**config.mk**
```make
export PLATFORM = sky130hd
export DESIGN_NAME = scfa_alu
export DESIGN_NICKNAME = d
export VERILOG_FILES = /design/src/scfa_pkg.sv /design/src/scfa_alu.sv /design/src/scfa_fifo.sv
export VERILOG_INCLUDE_DIRS = /design/src /design/src/src
export SDC_FILE = /design/constraint.sdc
export NUM_CORES = 2
export LEC_CHECK = 0
export CAP_MARGIN = 40
export CORE_MARGIN = 1.5
export CORE_UTILIZATION = 39
export CTS_CLUSTER_SIZE = 8
export DETAILED_ROUTE_END_ITERATION = 6
export DONT_BUFFER_PORTS = 1
export SETUP_SLACK_MARGIN = 0.3
export SYNTH_ARGS = -nofsm -noshare
export SYNTH_HDL_FRONTEND = slang
export SYNTH_SLANG_ARGS = --single-unit
```
**constraint.sdc**
```tcl
create_clock -name ref_clk -period 100 [get_ports ref_clk]
set_input_delay 0 -clock ref_clk [delete_from_list [all_inputs] [get_ports ref_clk]]
set_output_delay 0 -clock ref_clk [all_outputs]
set_load 0.01 [all_outputs]
```
**src/scfa_map.svh**
```systemverilog
`ifndef SCFA_MAP_SVH
`define SCFA_MAP_SVH
`define SCFA_S16_MAX       16'sh7fff
`define SCFA_S16_MIN       16'sh8000
`define SCFA_S32_MAX       32'sh7fffffff
`define SCFA_S32_MIN       32'sh80000000
`define SCFA_MULT_SHIFT    15
`define SCFA_ROUND_CONST   32'sh00004000
`define SCFA_SAMPLE_DROP   3
`define SCFA_SAMPLE_LIFT   2
`define SCFA_FRAME_LEN     160
`define SCFA_SUBSEG_LEN    40
`define SCFA_SUBSEG_COUNT  4
`define SCFA_LATENCY       1
`endif

```
**src/scfa_pkg.sv**
```systemverilog
package scfa_pkg;
  typedef enum logic [3:0] {
    SCFA_OP_ADD    = 4'h0,
    SCFA_OP_SUB    = 4'h1,
    SCFA_OP_MULT   = 4'h2,
    SCFA_OP_MULTR  = 4'h3,
    SCFA_OP_ABS    = 4'h4,
    SCFA_OP_DIV    = 4'h5,
    SCFA_OP_LMULT  = 4'h6,
    SCFA_OP_LADD   = 4'h7,
    SCFA_OP_LSUB   = 4'h8,
    SCFA_OP_DEPOS  = 4'h9,
    SCFA_OP_EXTR   = 4'ha,
    SCFA_OP_SHL    = 4'hb,
    SCFA_OP_SHR    = 4'hc,
    SCFA_OP_LSHL   = 4'hd,
    SCFA_OP_LSHR   = 4'he,
    SCFA_OP_SCALE  = 4'hf
  } scfa_op_e;

  typedef struct packed {
    scfa_op_e    op;
    logic [31:0] a;
    logic [31:0] b;
  } scfa_req_s;

  typedef struct packed {
    logic [31:0] value;
    logic [7:0]  sample_idx;
    logic [1:0]  subseg;
    logic        frame_end;
  } scfa_rsp_s;
endpackage

```
**src/scfa_alu.sv**
```systemverilog
`timescale 1ns/1ns
`default_nettype none
`include "scfa_map.svh"
module scfa_alu #(
  parameter int FIFO_DEPTH = 8,
  parameter int FRAME_LEN  = `SCFA_FRAME_LEN,
  parameter int SUBSEG_LEN = `SCFA_SUBSEG_LEN
) (
  // clock and reset
  input  wire logic               ref_clk,
  input  wire logic               rst,
  // request from sequencer
  input  wire logic               req_valid,
  output logic                    req_ready,
  input  wire scfa_pkg::scfa_req_s req,
  // result to sequencer
  output logic                    rsp_valid,
  input  wire logic               rsp_ready,
  output scfa_pkg::scfa_rsp_s     rsp
);
  localparam int RW = $bits(scfa_pkg::scfa_rsp_s);

  // ---------------------------------------------------------------
  // operand views
  // ---------------------------------------------------------------
  logic signed [15:0] a16;
  logic signed [15:0] b16;
  logic signed [31:0] a32;
  logic signed [31:0] b32;
  assign a16 = req.a[15:0];
  assign b16 = req.b[15:0];
  assign a32 = req.a;
  assign b32 = req.b;

  // ---------------------------------------------------------------
  // helpers
  // ---------------------------------------------------------------
  function automatic logic [15:0] sat16(input logic signed [32:0] v);
    if (v > 33'(signed'(`SCFA_S16_MAX))) begin
      sat16 = `SCFA_S16_MAX;
    end else if (v < 33'(signed'(`SCFA_S16_MIN))) begin
      sat16 = `SCFA_S16_MIN;
    end else begin
      sat16 = v[15:0];
    end
  endfunction

  function automatic logic [31:0] sat32(input logic signed [32:0] v);
    if (v > 33'(signed'(`SCFA_S32_MAX))) begin
      sat32 = `SCFA_S32_MAX;
    end else if (v < 33'(signed'(`SCFA_S32_MIN))) begin
      sat32 = `SCFA_S32_MIN;
    end else begin
      sat32 = v[31:0];
    end
  endfunction

  // signed shift by a signed count, both directions
  function automatic logic [31:0] shift32(input logic signed [31:0] v, input logic signed [15:0] n,
                                          input logic left);
    logic [15:0] mag;
    logic        go_left;
    mag = n[15] ? 16'(-n) : n;
    go_left = left ^ n[15];
    if (mag > 16'h001f) begin
      shift32 = go_left ? 32'h00000000 : {32{v[31]}};
    end else if (go_left) begin
      shift32 = v <<< mag[4:0];
    end else begin
      shift32 = v >>> mag[4:0];
    end
  endfunction

  // restoring fractional division, 15 quotient bits
  function automatic logic [15:0] frac_div(input logic [15:0] num, input logic [15:0] den);
    logic [16:0] r;
    logic [15:0] q;
    r = {1'b0, num};
    q = '0;
    for (int i = 0; i < 15; i++) begin
      r = {r[15:0], 1'b0};
      q = {q[14:0], 1'b0};
      if (r >= {1'b0, den}) begin
        r = r - {1'b0, den};
        q[0] = 1'b1;
      end
    end
    frac_div = q;
  endfunction

  // ---------------------------------------------------------------
  // arithmetic
  // ---------------------------------------------------------------
  logic signed [31:0] prod;
  logic               both_min;
  logic [31:0]        result;
  assign prod     = a16 * b16;
  assign both_min = (a16 == `SCFA_S16_MIN) && (b16 == `SCFA_S16_MIN);

  always_comb begin
    result = '0;
    case (req.op)
      scfa_pkg::SCFA_OP_ADD:   result = {{16{1'b0}}, sat16(33'(a16) + 33'(b16))};
      scfa_pkg::SCFA_OP_SUB:   result = {{16{1'b0}}, sat16(33'(a16) - 33'(b16))};
      scfa_pkg::SCFA_OP_MULT: begin
        result[15:0] = both_min ? `SCFA_S16_MAX : 16'(prod >>> `SCFA_MULT_SHIFT);
      end
      scfa_pkg::SCFA_OP_MULTR: begin
        result[15:0] = both_min ? `SCFA_S16_MAX
                     : 16'((prod + `SCFA_ROUND_CONST) >>> `SCFA_MULT_SHIFT);
      end
      scfa_pkg::SCFA_OP_ABS: begin
        result[15:0] = (a16 == `SCFA_S16_MIN) ? `SCFA_S16_MAX
                     : (a16[15] ? 16'(-a16) : a16);
      end
      scfa_pkg::SCFA_OP_DIV: begin
        result[15:0] = (a16 == b16) ? `SCFA_S16_MAX : frac_div(a16, b16);
      end
      scfa_pkg::SCFA_OP_LMULT: result = prod <<< 1;
      scfa_pkg::SCFA_OP_LADD:  result = sat32(33'(a32) + 33'(b32));
      scfa_pkg::SCFA_OP_LSUB:  result = sat32(33'(a32) - 33'(b32));
      scfa_pkg::SCFA_OP_DEPOS: result = 32'(a16);
      scfa_pkg::SCFA_OP_EXTR:  result = {{16{1'b0}}, a32[15:0]};
      scfa_pkg::SCFA_OP_SHL:   result[15:0] = 16'(shift32(32'(a16), b16, 1'b1));
      scfa_pkg::SCFA_OP_SHR:   result[15:0] = 16'(shift32(32'(a16), b16, 1'b0));
      scfa_pkg::SCFA_OP_LSHL:  result = shift32(a32, b16, 1'b1);
      scfa_pkg::SCFA_OP_LSHR:  result = shift32(a32, b16, 1'b0);
      scfa_pkg::SCFA_OP_SCALE: begin
        result[15:0] = 16'((32'(a16) >>> `SCFA_SAMPLE_DROP) <<< `SCFA_SAMPLE_LIFT);
      end
      default: result = '0;
    endcase
  end
  // sign-extension of 32-bit constants is done by the sequencer on b

  // ---------------------------------------------------------------
  // frame position for sample scaling
  // ---------------------------------------------------------------
  logic [7:0] sample_reg;
  logic       fire;
  logic       is_sample;
  assign fire      = req_valid && req_ready;
  assign is_sample = (req.op == scfa_pkg::SCFA_OP_SCALE);

  always_ff @(posedge ref_clk) begin
    if (rst) begin
      sample_reg <= 8'h00;
    end else if (fire && is_sample) begin
      sample_reg <= (sample_reg == 8'(FRAME_LEN - 1)) ? 8'h00 : sample_reg + 8'h01;
    end
  end

  // ---------------------------------------------------------------
  // output stage
  // ---------------------------------------------------------------
  scfa_pkg::scfa_rsp_s stage_reg;
  logic                stage_valid_reg;
  logic                fifo_ready;

  assign req_ready = fifo_ready || !stage_valid_reg;

  always_ff @(posedge ref_clk) begin
    if (rst) begin
      stage_valid_reg <= 1'b0;
    end else if (req_ready) begin
      stage_valid_reg <= req_valid;
    end
  end

  always_ff @(posedge ref_clk) begin
    if (rst) begin
      stage_reg <= '0;
    end else if (fire) begin
      stage_reg.value      <= result;
      stage_reg.sample_idx <= is_sample ? sample_reg : 8'h00;
      stage_reg.subseg     <= is_sample ? 2'(sample_reg / 8'(SUBSEG_LEN)) : 2'h0;
      stage_reg.frame_end  <= is_sample && (sample_reg == 8'(FRAME_LEN - 1));
    end
  end

  scfa_fifo #(
    .WIDTH (RW),
    .DEPTH (FIFO_DEPTH)
  ) u_fifo (
    .ref_clk   (ref_clk),
    .rst       (rst),
    .in_valid  (stage_valid_reg),
    .in_ready  (fifo_ready),
    .in_data   (stage_reg),
    .out_valid (rsp_valid),
    .out_ready (rsp_ready),
    .out_data  (rsp)
  );
endmodule // scfa_alu
`default_nettype wire

```
**src/scfa_fifo.sv**
```systemverilog
`timescale 1ns/1ns
`default_nettype none
module scfa_fifo #(
  parameter int WIDTH = 43,
  parameter int DEPTH = 8
) (
  // clock and reset
  input  wire logic             ref_clk,
  input  wire logic             rst,
  // fill side
  input  wire logic             in_valid,
  output logic                  in_ready,
  input  wire logic [WIDTH-1:0] in_data,
  // drain side
  output logic                  out_valid,
  input  wire logic             out_ready,
  output logic      [WIDTH-1:0] out_data
);
  localparam int AW = $clog2(DEPTH);
  logic [WIDTH-1:0] mem_reg [DEPTH];
  logic [AW-1:0]    wr_reg;
  logic [AW-1:0]    rd_reg;
  logic [AW:0]      cnt_reg;
  logic             push;
  logic             pop;

  assign in_ready  = (cnt_reg != (AW+1)'(DEPTH));
  assign out_valid = (cnt_reg != '0);
  assign push      = in_valid && in_ready;
  assign pop       = out_valid && out_ready;
  assign out_data  = mem_reg[rd_reg];

  always_ff @(posedge ref_clk) begin
    if (push) begin
      mem_reg[wr_reg] <= in_data;
    end
  end

  always_ff @(posedge ref_clk) begin
    if (rst) begin
      wr_reg <= '0;
      rd_reg <= '0;
      cnt_reg <= '0;
    end else begin
      if (push) begin
        wr_reg <= (wr_reg == AW'(DEPTH-1)) ? '0 : wr_reg + 1'b1;
      end
      if (pop) begin
        rd_reg <= (rd_reg == AW'(DEPTH-1)) ? '0 : rd_reg + 1'b1;
      end
      if (push && !pop) begin
        cnt_reg <= cnt_reg + 1'b1;
      end else if (pop && !push) begin
        cnt_reg <= cnt_reg - 1'b1;
      end
    end
  end
endmodule // scfa_fifo
`default_nettype wire

```
# Yosys cells after proc, flatten, opt, wreduce, memory -nomap -nowiden
# Memory sizes are Yosys's and may differ from the RTL's. A register that Yosys moved wholly into a read port is not among the register bits.
# Cells that the tools add are included.
totals:
  register_bits: 62
  latchBits: 0
  mem_bits_rw: 344
  rom_bits: 0
  out_inout_bits: 45
  mem_count: 1
classes:
  addsub: 26
  multipliers: 1
  n_div: 1
  n_lt_le_gt_ge: 24
  eq_ne: 22
  shifts: 4
  n_mux: 82
  bitwise: 0
  n_reduce_logical: 16
memory_table:
  columns: ["memory", "depth", "word_bits", "rd", "rd_ports_with_merged_regs", "write_ports", "line", "text"]
  rows:
  - ["u_fifo.mem_reg", 8, 43, 1, 1, 1, "scfa_fifo.sv:20", "logic [WIDTH-1:0] mem_reg [DEPTH];"]
op_table:
  columns: ["cell", "n"]
  rows:
  - ["$mux W16", 43]
  - ["$mux W32", 10]
  - ["$ge A17 B16 Y1", 15]
  - ["$pmux W16 S15", 1]
  - ["$sub A16 B16 Y16", 14]
  - ["$pmux W16 S6", 1]
  - ["$gt A33 B32 Y1 const B", 2]
  - ["$lt A33 B32 Y1 const B", 2]
  - ["$gt A17 B16 Y1 const B", 2]
  - ["$lt A17 B16 Y1 const B", 2]
  - ["$add A32 B32 Y33", 1]
  - ["$sub A32 B32 Y33", 1]
  - ["$eq A16 B16 Y1 const B", 2]
  - ["$eq A4 B4 Y1 const B", 8]
  - ["$neg A16 Y16", 2]
  - ["$sshl A32 B5 Y32", 1]
  - ["$sshr A32 B5 Y32", 1]
  - ["$add A31 B16 Y31 const B", 1]
  - ["$mul A16 B16 Y31", 1]
  - ["$add A16 B16 Y17", 1]
  - ["$mux W1", 17]
  - ["$sub A16 B16 Y17", 1]
  - ["$eq A16 B16 Y1", 1]
  - ["$eq A4 B3 Y1 const B", 4]
  - ["other kinds (25)", 42]

# Longest topological paths before layout
depth:
  word_depth: 46
  depth_mapped: 248
  mapped_depth_nobuf: 224

# Cells and area by module
# Synthesis repeated with hierarchy kept, for this count alone.
unflattened:
  cells_unflattened: 5382
  area_unflattened_um2: 48831.8
by_module_without_submodules:
  columns: ["module", "n_inst", "cells_each", "area_per_inst_um2", "seq_area_each_um2"]
  rows:
  - ["scfa_alu", 1, 4809, 35012.3, 1041.0]
  - ["scfa_fifo", 1, 573, 13819.5, 10590.2]

# Worst setup path after synthesis
# Ideal clock, no wire load.
synth_timing:
  path_kind: "input to register"
  startpoint: "in req[0] in the netlist's numbering"
  endpoint: "reg stage_reg[11] in the netlist's numbering"
  arrival_ps: 43835
  slack_ps: 56038
  stages: 241
  path_cell_list: "buf_2 > buf_1 > clkinv_1 > buf_1 > clkbuf_1 > clkbuf_1 > buf_2 > clkbuf_1 > ha_1 > nand4_1 > nor3_1 > nor2_1 > a31oi_2 > clkbuf_1 > mux2_2 > ha_1 > o21a_1 > o211ai_1 > [205 not listed] > o21a_1 > o21a_1 > o21a_1 > o21a_1 > o21ai_0 > nand2b_1 > a21oi_1 > nor2b_1 > o21ai_0 > nand2b_1 > a21oi_1 > nor2b_1 > o21a_1 > o21ai_0 > nand2_1 > nor2_1 > nor4bb_1 > a211oi_1"
synth_between:
  elab_chain_cells: 46
  elab_cells_between_ends: 102
  cone_classes: "add/sub (20); mul (1); order compare (24); eq/ne (2); shift (4); mux (50); reduce/logical (1)"
synth_rtl:
  columns: ["item", "line", "text"]
  rows:
  - ["start: declaration", "scfa_alu.sv:15", "input wire scfa_pkg::scfa_req_s req,"]
  - ["$sub A16 B16 Y16 or $ge A17 B16 Y1 (tied branches)", "scfa_alu.sv:84, scfa_alu.sv:83", null]
  - ["$mux W16", "scfa_alu.sv:83", "if (r >= {1'b0, den}) begin"]
  - ["$mux W16", "scfa_alu.sv:102", "case (req.op)"]
  - ["$sub A16 B16 Y16 or $ge A17 B16 Y1 (tied branches)", "scfa_alu.sv:84, scfa_alu.sv:83", null]
  - ["$mux W16", "scfa_alu.sv:83", null]
  - ["$mux W16", "scfa_alu.sv:102", null]
  - ["$sub A16 B16 Y16 or $ge A17 B16 Y1 (tied branches)", "scfa_alu.sv:84, scfa_alu.sv:83", null]
  - ["$mux W16", "scfa_alu.sv:83", null]
  - ["[30 not listed]", null, null]
  - ["$mux W16", "scfa_alu.sv:102", null]
  - ["$sub A16 B16 Y16 or $ge A17 B16 Y1 (tied branches)", "scfa_alu.sv:84, scfa_alu.sv:83", null]
  - ["$mux W16", "scfa_alu.sv:83", null]
  - ["$mux W16", "scfa_alu.sv:102", null]
  - ["$ge A17 B16 Y1", "scfa_alu.sv:83", null]
  - ["$mux W1", "scfa_alu.sv:83", null]
  - ["$mux W15", "scfa_alu.sv:117", "result[15:0] = (a16 == b16) ? `SCFA_S16_MAX : frac_div(a16, b16);"]
  - ["$pmux W16 S15 (*)", "scfa_alu.sv:102", null]
  - ["end: declaration", "scfa_alu.sv:156", "scfa_pkg::scfa_rsp_s stage_reg;"]
# Every way passes the cells marked *; elsewhere a longest branch is shown, timed or not. The select of a mux whose other input is x is not followed.
# A chain may end at the register's enable or synchronous reset.

# Final worst setup path
layout_timing:
  startpoint: "in req[11] in the netlist's numbering"
  endpoint: "reg stage_reg[11] in the netlist's numbering"
layout_between:
  elab_chain_cells: 46
  elab_cells_between_ends: 94
  cone_classes: "add/sub (20); mul (1); order compare (24); eq/ne (2); mux (46); reduce/logical (1)"
layout_rtl:
  columns: ["item", "line"]
  rows:
  - ["$sub A16 B16 Y16 or $ge A17 B16 Y1 (tied branches)", "scfa_alu.sv:84, scfa_alu.sv:83"]
  - ["$mux W16", "scfa_alu.sv:83"]
  - ["$mux W16", "scfa_alu.sv:102"]
  - ["$sub A16 B16 Y16 or $ge A17 B16 Y1 (tied branches)", "scfa_alu.sv:84, scfa_alu.sv:83"]
  - ["$mux W16", "scfa_alu.sv:83"]
  - ["$mux W16", "scfa_alu.sv:102"]
  - ["$sub A16 B16 Y16 or $ge A17 B16 Y1 (tied branches)", "scfa_alu.sv:84, scfa_alu.sv:83"]
  - ["$mux W16", "scfa_alu.sv:83"]
  - ["[30 not listed]", null]
  - ["$mux W16", "scfa_alu.sv:102"]
  - ["$sub A16 B16 Y16 or $ge A17 B16 Y1 (tied branches)", "scfa_alu.sv:84, scfa_alu.sv:83"]
  - ["$mux W16", "scfa_alu.sv:83"]
  - ["$mux W16", "scfa_alu.sv:102"]
  - ["$ge A17 B16 Y1", "scfa_alu.sv:83"]
  - ["$mux W1", "scfa_alu.sv:83"]
  - ["$mux W15", "scfa_alu.sv:117"]
  - ["$pmux W16 S15 (*)", "scfa_alu.sv:102"]
# Marks and branches as above.

==> results_dict.tcl <==
set metrics [dict create \
    worstRegToRegCells 12 \
    grt_first_pass_wirelength_um 249000 \
    cts_inserted_buffers 57 \
    antenna_left 0 \
    ys_seq_area_share_pct 24.3 \
    drt-pass1-iter-count 5 \
    ios 117 \
    grtUsageMet2_pct 41.5 \
    worstSetupPathType "in -> reg" \
    grt_pass1_vias 40600 \
    synth_commonest_cells "489 x inv_1, 473 x nand2_1, 450 x nor2_1" \
    synthesis.area_um2 47900 \
    fin_setup_tns_ps 0 \
    critPathMostFrequentCell "o21ai_0" \
    syn_to_final_growth_pct 7.55 \
    fin_ws_ps 50550 \
    yosysTopAreaCellShare_pct 21.5 \
    drive_above_1_share_pct 9.14 \
    largest_reg_flops 344 \
    finalMaxSlewViolations 0 \
    routed_wl_um 166000 \
    clock_latency_ps 580 \
    cts_tree "built" \
    chipWidth_um 354 \
    cts_resized 0 \
    max-cap-violations 0 \
    grt.met1_usage_pct 34.6 \
    yosysMostFrequentCell "inv_1" \
    grt_use_total_pct 25.7 \
    io_buffers 0 \
    drtIter0Drc 4133 \
    clock.fmax_mhz 20.2 \
    globalRoute.totalOverflow 0 \
    synth.net_count 6086 \
    die_h_um 354 \
    worstMarginPinSlew_ps 980 \
    post_cts_buffers 0 \
    critPathMaxFanout 21 \
    ys.flop_type "edfxtp_1" \
    die-area_um2 125000 \
    via_per_inst 6.00 \
    grt_busiest_layer "met2" \
    worst-endpoint-arrival_ps 49900 \
    core.rowCount 128 \
    syn_inst 5355 \
    grtUsageMet3_pct 4.75 \
    status "finished clean" \
    synthTopCellsByArea "edfxtp_1 22%, fa_1 11%, ha_1 10%" \
    num_vias 41500 \
    start_util_pct 39.3 \
    drcViolationCount 0 \
    cts_root_buf "clkbuf_16" \
    fin_crit_sh_pct 49.5 \
    hold_path_class "in -> reg" \
    dp_slack_ps 51110 \
    yosys_warnings 0 \
    async_flop_share_pct 0 \
    core_um2 122000 \
    dpl.hpwl_um 121000 \
    clock_skew_ps 28.4 \
    place_congestion 1.02 \
    synth_cell_types 105 \
    worstSetupStartpointType "input pin" \
    wl_per_cell_um 24.0 \
    crit_required_ps 100450 \
    synth_edf_count 344 \
    finalSetupViolations 0 \
    cts_buffer_depth 3 \
    syn_avg_cell_area_um2 8.95 \
    grt_max_degree 97 \
    cts_sinks 409 \
    placed_cells 6796 \
    final_core_util_pct 42.3 \
    hold_viol_final 0 \
    cts.htree.levels 2 \
    yosysTopAreaCell "edfxtp_1" \
    hold_depth 4 \
    maxSlewHeadroom_pct 34.0 \
    clk_pin_slew_ps 60 \
    final.min_clock_period_ps 49450 \
    critPathCaptureType "flop" \
    slowest_stage "a211oi_1" \
    antenna_found_initial 12 \
    instances_no_fill 6909 \
    synth_seq_cells 409 \
    cts_hold_buf 15 \
    rsz0062_at_grt "no" \
    slowest_delay_ps 730 \
    nets 5976 \
]
==> critical path, delay by kind of cell <==
family / cells / cell delay [ps]
AND/OR/NAND/NOR: 39 / 7960
adder cells (fa/ha/maj): 15 / 5230
buffers and inverters: 5 / 1020
AO/OA/AOI/OAI: 150 / 32850
multiplexers: 9 / 2640
==> stage by stage <==
stage / hold WS, ps / instance area (um2)
floorplan: 151 / 47900
global placement: 111 / 49600
detailed placement: 115 / 49700
CTS: 5.17 / 51600
global route: 52.6 / 51600
finish: 11.3 / 51600
==> placed cells by master (no fill, tap or decap), types with 58 or more instances in the layout <==
cell	instances
xor2_1	75
and2_1	83
edfxtp_1	344
fa_1	260
dfxtp_1	62
mux2_2	170
nand2_1	473
inv_1	489
nand4_1	67
a21o_1	81
mux4_2	91
nor3_1	97
nor2_1	448
a21oi_1	333
nand3_1	97
ha_1	398
o21ai_0	401
o211ai_1	61
mux2i_1	106
clkbuf_16	58
xnor2_1	134
buf_4	72
nand2b_1	77
==> per-layer routing <==
layer | routed length, um | vias to the layer above
li1 | - | 19100
met1 | 71200 | 20400
met2 | 75000 | 1713
met3 | 13700 | 326
met4 | 5560 | 14
met5 | 100 | -
==> layout make-up <==
cell class | instances | area [um2]
Clock buffer | 93 | 1590
Timing Repair Buffer | 96 | 838
Fill cell | 11900 | 70300
Clock inverter | 3 | 68.8
Antenna cell | 2 | 5.00
Sequential cell | 409 | 11600
Tap cell | 1625 | 2030
Inverter | 495 | 1860
Multi-Input combinational cell | 4186 | 33500
==> path summary, 6_finish.rpt <==
check | startpoint | endpoint | slack, ps
max | req[11] | stage_reg[11]$_SDFFE_PP0P_ | 50550
max reg2reg | u_fifo.cnt_reg[0]$_SDFFE_PP0P_ | stage_reg[11]$_SDFFE_PP0P_ | 96640
min | req[67] | sample_reg[0]$_SDFFE_PP0P_ | 10
min reg2reg | u_fifo.rd_reg[1]$_SDFFE_PP0P_ | flop | 480
==> logic make-up (layout without fill, tap and decap cells) <==
family	Yosys count	in the layout	share of synthesized area, %
mux	379	379	10.9
buf+inv	760	687	6.07
simple gates	1531	1531	14.8
fa+ha+maj	659	659	21.3
flops	409	409	24.3
xor+xnor	214	214	3.91
compound gates	1403	1403	18.8
other cells	0	2	0
Power is left out: the tool's default activity adds up to more than one toggle a clock period on the data nets, which glitch-free logic cannot reach.
